File: src/hdl/svc_lock_pkg.sv
package svc_lock_pkg;

   // Register bus geometry
   localparam int          ADDR_W           = 8;
   localparam int          DATA_W           = 32;
   localparam int          STRB_W           = 4;

   // Register byte offsets
   localparam logic [7:0]  RAW_OFFSET       = 8'h38;
   localparam logic [7:0]  MASK_OFFSET      = 8'h3c;
   localparam logic [7:0]  WIPE_OFFSET      = 8'h40;
   localparam logic [7:0]  FORCE_OFFSET     = 8'h44;
   localparam logic [7:0]  PROT_OFFSET      = 8'h50;

   // Bus responses
   localparam logic [1:0]  RESP_OKAY        = 2'h0;
   localparam logic [1:0]  RESP_SLVERR      = 2'h2;

   // Event bit positions
   localparam int          BIT_WATCHDOG_EARLY_WARNING = 0;
   localparam int          BIT_PERIODIC_TICK          = 1;
   localparam int          BIT_ALARM                  = 2;
   localparam int          BIT_SUPPLY_EARLY_WARNING   = 3;
   localparam int          BIT_SUPPLY_DIP             = 7;
   localparam int          BIT_CLOCK_LOSS             = 16;
   localparam int          BIT_MAIN_RAM_PARITY        = 17;
   localparam int          BIT_SERIAL_RAM_PARITY      = 18;
   localparam int          BIT_FLASH_DOUBLE_ERROR     = 19;
   localparam int          BIT_FLASH_DONE             = 20;
   localparam int          BIT_VOLTAGE_CLAMP          = 21;
   localparam int          BIT_STANDBY_CLOCK_FAIL     = 22;
   localparam int          BIT_TIMEKEEPER_CONTROL_MU  = 24;
   localparam int          BIT_ALARM_WORD0_MU         = 25;
   localparam int          BIT_ALARM_WORD1_MU         = 26;
   localparam int          BIT_TIME_WORD0_MU          = 27;
   localparam int          BIT_TIME_WORD1_MU          = 28;
   localparam int          BIT_TEMP_MEASURE_DONE      = 29;
   localparam int          BIT_TEMP_OVER_LIMIT        = 30;
   localparam int          BIT_TEMP_UNDER_LIMIT       = 31;

   // Implemented event bits: 0..3, 7, 16..22, 24..31
   localparam logic [31:0] EVENT_IMPL_MASK  = 32'hff7f008f;

   // Reset values
   localparam logic [31:0] RAW_RESET        = 32'h00000000;
   localparam logic [31:0] MASK_RESET       = 32'h00000000;
   localparam logic [1:0]  MODE_RESET       = 2'h3;
   localparam logic        LOCK_RESET       = 1'b1;

   // Protection control field layout
   localparam int          MODE_LSB         = 0;
   localparam int          LOCK_STATUS_BIT  = 2;
   localparam int          PASS_LSB         = 3;
   localparam logic [1:0]  MODE_OFF         = 2'h0;

   // Password codes
   localparam logic [4:0]  PASS_MODE_UNLOCK = 5'h18;
   localparam logic [4:0]  PASS_OPEN        = 5'h13;
   localparam logic [4:0]  PASS_CLOSE       = 5'h15;

   typedef struct packed {
      logic [ADDR_W-1:0] awaddr;
      logic              awvalid;
      logic [DATA_W-1:0] wdata;
      logic [STRB_W-1:0] wstrb;
      logic              wvalid;
      logic              bready;
      logic [ADDR_W-1:0] araddr;
      logic              arvalid;
      logic              rready;
   } axil_req_t;

   typedef struct packed {
      logic              awready;
      logic              wready;
      logic [1:0]        bresp;
      logic              bvalid;
      logic              arready;
      logic [DATA_W-1:0] rdata;
      logic [1:0]        rresp;
      logic              rvalid;
   } axil_rsp_t;

   typedef struct packed {
      logic              fire;
      logic [ADDR_W-1:0] addr;
      logic [DATA_W-1:0] data;
      logic [STRB_W-1:0] strb;
   } reg_write_t;

   typedef struct packed {
      logic              aw_done;
      logic              w_done;
      reg_write_t        wr;
      axil_rsp_t         rsp;
   } port_state_t;

   typedef enum logic [1:0] {
      PRIME_IDLE = 2'b01,
      PRIME_WAIT = 2'b10
   } prime_state_t;

   typedef struct packed {
      logic [DATA_W-1:0] mask;
      logic [1:0]        mode;
      logic              lock_flag;
      prime_state_t      prime;
      logic              lock;
      logic              irq;
   } ctrl_state_t;

   function automatic logic addr_mapped(input logic [ADDR_W-1:0] addr);
      return (addr == RAW_OFFSET) || (addr == MASK_OFFSET) || (addr == WIPE_OFFSET) ||
             (addr == FORCE_OFFSET) || (addr == PROT_OFFSET);
   endfunction : addr_mapped

endpackage : svc_lock_pkg

File: src/hdl/axil_reg_port.sv
`timescale 1ns/10ps
module axil_reg_port (
   input  wire logic                    clk_in,
   input  wire logic                    rst_n_in,
   input  wire svc_lock_pkg::axil_req_t axil_in,
   output svc_lock_pkg::axil_rsp_t      axil_out,
   input  wire logic [31:0]             rd_data_in,
   output svc_lock_pkg::reg_write_t     wr_out
);
   import svc_lock_pkg::*;

   port_state_t state_reg;
   port_state_t state_next;
   logic        aw_take;
   logic        w_take;
   logic        ar_take;

   always_comb begin
      state_next         = state_reg;
      state_next.wr.fire = 1'b0;
      aw_take            = axil_in.awvalid & state_reg.rsp.awready;
      w_take             = axil_in.wvalid & state_reg.rsp.wready;
      ar_take            = axil_in.arvalid & state_reg.rsp.arready;
      // Address and data are taken in either order
      if (aw_take) begin
         state_next.wr.addr     = axil_in.awaddr;
         state_next.aw_done     = 1'b1;
         state_next.rsp.awready = 1'b0;
      end
      if (w_take) begin
         state_next.wr.data    = axil_in.wdata;
         state_next.wr.strb    = axil_in.wstrb;
         state_next.w_done     = 1'b1;
         state_next.rsp.wready = 1'b0;
      end
      // Both halves present: issue one write pulse with the response
      if (state_next.aw_done && state_next.w_done && !state_reg.rsp.bvalid) begin
         state_next.wr.fire    = 1'b1;
         state_next.rsp.bvalid = 1'b1;
         state_next.rsp.bresp  = addr_mapped(state_next.wr.addr) ? RESP_OKAY : RESP_SLVERR;
         state_next.aw_done    = 1'b0;
         state_next.w_done     = 1'b0;
      end
      if (state_reg.rsp.bvalid && axil_in.bready) begin
         state_next.rsp.bvalid  = 1'b0;
         state_next.rsp.awready = 1'b1;
         state_next.rsp.wready  = 1'b1;
      end
      // Read data is captured on the address handshake
      if (ar_take) begin
         state_next.rsp.rvalid  = 1'b1;
         state_next.rsp.rdata   = rd_data_in;
         state_next.rsp.rresp   = addr_mapped(axil_in.araddr) ? RESP_OKAY : RESP_SLVERR;
         state_next.rsp.arready = 1'b0;
      end else if (state_reg.rsp.rvalid && axil_in.rready) begin
         state_next.rsp.rvalid  = 1'b0;
         state_next.rsp.arready = 1'b1;
      end
   end

   always_ff @(posedge clk_in or negedge rst_n_in) begin
      if (!rst_n_in) begin
         state_reg             <= '0;
         state_reg.rsp.awready <= 1'b1;
         state_reg.rsp.wready  <= 1'b1;
         state_reg.rsp.arready <= 1'b1;
      end else begin
         state_reg <= state_next;
      end
   end

   assign axil_out = state_reg.rsp;
   assign wr_out   = state_reg.wr;

endmodule : axil_reg_port

File: src/hdl/raw_event_bank.sv
`timescale 1ns/10ps
module raw_event_bank #(
   parameter int           WIDTH = 32,
   parameter logic [31:0]  IMPL  = 32'hffffffff
) (
   input  wire logic             clk_in,
   input  wire logic             rst_n_in,
   input  wire logic [WIDTH-1:0] event_in,
   input  wire logic [WIDTH-1:0] force_in,
   input  wire logic [WIDTH-1:0] wipe_in,
   output logic      [WIDTH-1:0] raw_out
);
   import svc_lock_pkg::*;

   logic [WIDTH-1:0] raw_reg;
   logic [WIDTH-1:0] raw_next;

   // Set by event or force wins over a wipe in the same cycle
   always_comb begin
      raw_next = ((raw_reg & ~wipe_in) | force_in | event_in) & IMPL[WIDTH-1:0];
   end

   always_ff @(posedge clk_in or negedge rst_n_in) begin
      if (!rst_n_in) begin
         raw_reg <= RAW_RESET[WIDTH-1:0];
      end else begin
         raw_reg <= raw_next;
      end
   end

   assign raw_out = raw_reg;

endmodule : raw_event_bank

File: src/hdl/service_request_set_and_write_lock.sv
// Chosen here: the AXI4-Lite register port.
`timescale 1ns/10ps
// Summary of operation
// - Force write of one sets raw status bit
// - Bits 0-3 and 7: watchdog, timekeeping, supply
// - Bits 16-22: clock, parity, flash, clamp, standby
// - Bits 24-28: timekeeper mirror update events
// - Bits 29-31: temperature sensor events
// - Mode 00 disables the protection scheme
// - Mode 11 default enables password protection
// - Other nonzero modes behave like 11
// - Mode changes only after password 11000
// - Lock status bit 2 shows write blocking
// - Password 10011 opens protected bit writes
// - Password 10101 closes protected bit writes
// - Unknown passwords change nothing, except that a primed write still loads the mode
// - Wipe register clears raw bits, ones only
module service_request_set_and_write_lock (
   input  wire logic                    clk_in,
   input  wire logic                    rst_n_in,
   input  wire svc_lock_pkg::axil_req_t axil_in,
   output svc_lock_pkg::axil_rsp_t      axil_out,
   input  wire logic [31:0]             hw_event_in,
   output logic      [31:0]             raw_status_out,
   output logic                         lock_out,
   output logic                         irq_out
);
   import svc_lock_pkg::*;

   ctrl_state_t state_reg;
   ctrl_state_t state_next;
   reg_write_t  wr;
   logic [31:0] byte_en;
   logic [31:0] wr_data;
   logic [31:0] force_vec;
   logic [31:0] wipe_vec;
   logic [31:0] rd_data;
   logic [31:0] raw;
   logic [4:0]  pass_code;

   axil_reg_port u_port (
      .clk_in     (clk_in),
      .rst_n_in   (rst_n_in),
      .axil_in    (axil_in),
      .axil_out   (axil_out),
      .rd_data_in (rd_data),
      .wr_out     (wr)
   );

   raw_event_bank #(
      .WIDTH (32),
      .IMPL  (EVENT_IMPL_MASK)
   ) u_raw (
      .clk_in   (clk_in),
      .rst_n_in (rst_n_in),
      .event_in (hw_event_in),
      .force_in (force_vec),
      .wipe_in  (wipe_vec),
      .raw_out  (raw)
   );

   always_comb begin
      state_next = state_reg;
      force_vec  = 32'h00000000;
      wipe_vec   = 32'h00000000;
      byte_en    = {{8{wr.strb[3]}}, {8{wr.strb[2]}}, {8{wr.strb[1]}}, {8{wr.strb[0]}}};
      wr_data    = wr.data & byte_en;
      pass_code  = wr.data[PASS_LSB +: 5];
      if (wr.fire) begin
         if (wr.addr == FORCE_OFFSET) begin
            force_vec = wr_data & EVENT_IMPL_MASK;
         end else if (wr.addr == WIPE_OFFSET || wr.addr == RAW_OFFSET) begin
            wipe_vec = wr_data & EVENT_IMPL_MASK;
         end else if (wr.addr == MASK_OFFSET) begin
            state_next.mask = ((state_reg.mask & ~byte_en) | wr_data) & EVENT_IMPL_MASK;
         end else if (wr.addr == PROT_OFFSET && wr.strb[0]) begin
            // Primed write registers the new mode field
            if (state_reg.prime == PRIME_WAIT) begin
               state_next.mode  = wr.data[MODE_LSB +: 2];
               state_next.prime = PRIME_IDLE;
            end
            if (pass_code == PASS_MODE_UNLOCK) begin
               state_next.prime = PRIME_WAIT;
            end else if (pass_code == PASS_OPEN) begin
               state_next.lock_flag = 1'b0;
            end else if (pass_code == PASS_CLOSE) begin
               state_next.lock_flag = 1'b1;
            end
            // Any other code leaves access untouched; mode changes only on a primed write
         end
      end
      // Mode 00 opens all bits; any other mode follows the password state
      state_next.lock = (state_next.mode != MODE_OFF) & state_next.lock_flag;
      state_next.irq  = |(raw & state_reg.mask);
   end

   // Read data selection; unmapped and write-only locations read zero
   always_comb begin
      rd_data = 32'h00000000;
      if (axil_in.araddr == RAW_OFFSET) begin
         rd_data = raw;
      end else if (axil_in.araddr == MASK_OFFSET) begin
         rd_data = state_reg.mask;
      end else if (axil_in.araddr == PROT_OFFSET) begin
         rd_data[MODE_LSB +: 2]   = state_reg.mode;
         rd_data[LOCK_STATUS_BIT] = state_reg.lock;
      end
   end

   always_ff @(posedge clk_in or negedge rst_n_in) begin
      if (!rst_n_in) begin
         state_reg.mask      <= MASK_RESET;
         state_reg.mode      <= MODE_RESET;
         state_reg.lock_flag <= LOCK_RESET;
         state_reg.prime     <= PRIME_IDLE;
         state_reg.lock      <= LOCK_RESET;
         state_reg.irq       <= 1'b0;
      end else begin
         state_reg <= state_next;
      end
   end

   assign raw_status_out = raw;
   assign lock_out       = state_reg.lock;
   assign irq_out        = state_reg.irq;

endmodule : service_request_set_and_write_lock

File: config.mk
export PLATFORM = sky130hd
export DESIGN_NAME = service_request_set_and_write_lock
export DESIGN_NICKNAME = d
export VERILOG_FILES = /design/src/hdl/svc_lock_pkg.sv /design/src/hdl/axil_reg_port.sv /design/src/hdl/raw_event_bank.sv /design/src/hdl/service_request_set_and_write_lock.sv
export SDC_FILE = /design/constraint.sdc
export NUM_CORES = 1
export LEC_CHECK = 0
export ABC_CLOCK_PERIOD_IN_PS = 1700
export BUFFER_PORTS_ARGS = -buffer_cell sky130_fd_sc_hd__buf_2
export CAP_MARGIN = 10
export CORE_MARGIN = 2
export CORE_UTILIZATION = 51
export CTS_BUF_LIST = sky130_fd_sc_hd__clkbuf_8
export DETAILED_ROUTE_END_ITERATION = 8
export PLACE_DENSITY = 0.78
export REMOVE_ABC_BUFFERS = 1
export SKIP_LAST_GASP = 1
export SYNTH_ARGS = -nofsm -noshare
export SYNTH_HDL_FRONTEND = slang
export SYNTH_HIERARCHICAL = 1
export SYNTH_SLANG_ARGS = --single-unit
export TNS_END_PERCENT = 1
File: constraint.sdc
create_clock -name clk_in -period 1.7 [get_ports clk_in]
set_input_delay 0.34 -clock clk_in [delete_from_list [all_inputs] [get_ports clk_in]]
set_output_delay 0.34 -clock clk_in [all_outputs]
set_load 0.01 [all_outputs]
==> results.toml <==
[critical_path]
ff2ff_path_depth = 4
regToRegStartpoint = "u_port/wr_out[37]"
endpoint_kind = "register"
arrival_ns = 2.19
ff2ff_setup_slack_ns = -0.13
cp_data_required_time_ns = 2.06
critPathLaunchType = "register"
critPathKind = "reg2reg"
cp_max_fo = 3
rr_endpoint = "lock_out"

[routing]
dr.first_iter.drc_count = 142
drt_pass1_iterations = 4
top_layer = "met4"
via_per_inst = 5.15
via_count = 4325
wl_mm = 13.7
drt.antenna.violating_nets = 0
drc = 0
wl_met1_mm = 5.82
dr_wl_met3_um = 768
post_drt_wl_per_cell_um = 16.3
wl_met2_mm = 6.90

[job]
max_cap_violations = 0

[worst_hold_path]
whs_endpoint = "u_port/axil_out[35]"
min_path_cells = 2
hp-start = "axil_in[1]"
hold_class = "in2reg"

[yosys]
syn_area_um2 = 6420
yosysWarnings = 6
avgSynthCellArea_um2 = 11.4
synth_cells = 565

[sta]
drv_slew = 0
min_period_ns = 1.83
fin_crit_sh = 1.08
setup_ws_ns = -0.135
finalSetupViolations = 38
hold_viol = 0
max_freq_ghz = 0.545
rsz0062_at_grt = "yes"
clock_skew_ns = 0.00984
max_slew.worst_pin.slew_ns = 0.501
slew-limit-headroom = 0.666

[power_and_ir_drop]
p_leak_uw = 0.00388
p_per_area_nw_per_um2 = 1120
finalPower_uw = 8160
peakVddDrop_mv = 0.664

[placed_design]
dp_slack_ns = -0.347
dpl-instance-area_um2 = 6840
place_inst = 806
place.gp.congestion = 0.823
port_buffers = 129
hpwlAfterDp_mm = 10.2

[clocking]
clockBufferDepth = 2
cts-root-buf = "clkbuf_8"
cts_buffers = 17
post_cts_buffers = 0
cts_tree = "built"
htreeDepth = 4
cts_num_sinks = 123
worstSkewPairLatency_ns = 0.43
path_clk_slew_ns = 0.07

[outcome]
status = "finished with violations"
violations = "negative setup slack"

[global_route]
antenna_found_initial = 0
grt_pass1_wl_mm = 21.8
grt_overflow = 0
grt_usage = 0.214
grt_max_degree = 37
grt_pass1_vias = 4402

[cells_and_area]
nets = 749
area_delta_synth_final_pct = 13.0
final_cells = 839
final_util = 0.597
diodes = 0
drive_gt1_frac = 0.437
finalInstanceArea_um2 = 7260

[die]
start_util = 0.528
coreArea_um2 = 12200
io_pins = 166
rows = 40
dieArea_um2 = 13500
die_h_um = 116
die_w_um = 116
## layout make-up
type                    instances  area (µm²)
clock buffers                  21         289
clock inverters                11         104
fillers                      1047        4900
inverters                      30         113
multi-input cells             321        2490
flip-flops and latches        123        3090
well taps                     168         210
repair buffers                165         966
## per-stage QoR
step           TNS, ns  hold slack (ns)
2_1_floorplan   -10.53           0.0444
3_3_place_gp     -7.08            0.332
3_5_place_dp     -9.05            0.343
4_1_cts          -3.69           0.0658
5_1_grt          -7.77           0.0814
6_report         -3.05            0.105
## how the worst max path moves through the flow
stage                       from                 end  slack [ns]
2_1_floorplan  u_port/wr_out[39]    u_raw/raw_out[0]       -0.47
3_3_place_gp          axil_in[9]  u_port/axil_out[5]       -0.31
3_5_place_dp          axil_in[9]  u_port/axil_out[5]       -0.35
4_1_cts        u_port/wr_out[37]   u_raw/raw_out[18]       -0.17
5_1_grt        u_port/wr_out[37]   u_raw/raw_out[18]       -0.23
6_report       u_port/wr_out[37]            lock_out       -0.13
## repair_timing
action                                  in CTS  in global routing
hold buffers                                 1                  0
resized for setup                            0                  4
endpoints found under the setup margin      36                 46
hold endpoints to repair                    26                  0
## worst max-delay path, cell delays in order, from the launching register on
cell and delay [ns]:
dfrtp_1 0.39, or4b_4 0.58, nor4_2 0.28, mux2_2 0.39, o311a_1 0.13
## power by group
group,internal [µW],switching [µW],total [µW]
registers,3460,538,4000
logic,880,752,1630
clock network,1430,1100,2530
## layer usage
| metal | vias up | track usage |
|---|---|---|
| met5 | - | 0 |
| met4 | 0 | 0.0722 |
| met3 | 14 | 0.0535 |
| met2 | 135 | 0.368 |
| met1 | 2147 | 0.265 |
| li1 | 2029 | - |
## placed cells by master (no fill, tap or decap), types with 4 or more instances in the layout
master	instances
a21oi_1	7
a221oi_1	4
a22o_1	5
and2_1	32
and3_1	24
buf_2	128
buf_4	31
clkbuf_8	21
clkinv_2	5
conb_1	14
dfrtp_1	115
dfstp_2	8
inv_1	33
mux2_1	13
mux2_2	75
mux2i_1	18
nand2_1	8
nor2_1	43
nor2b_1	4
o21ai_1	20
Power figures use the tool's default switching activity.
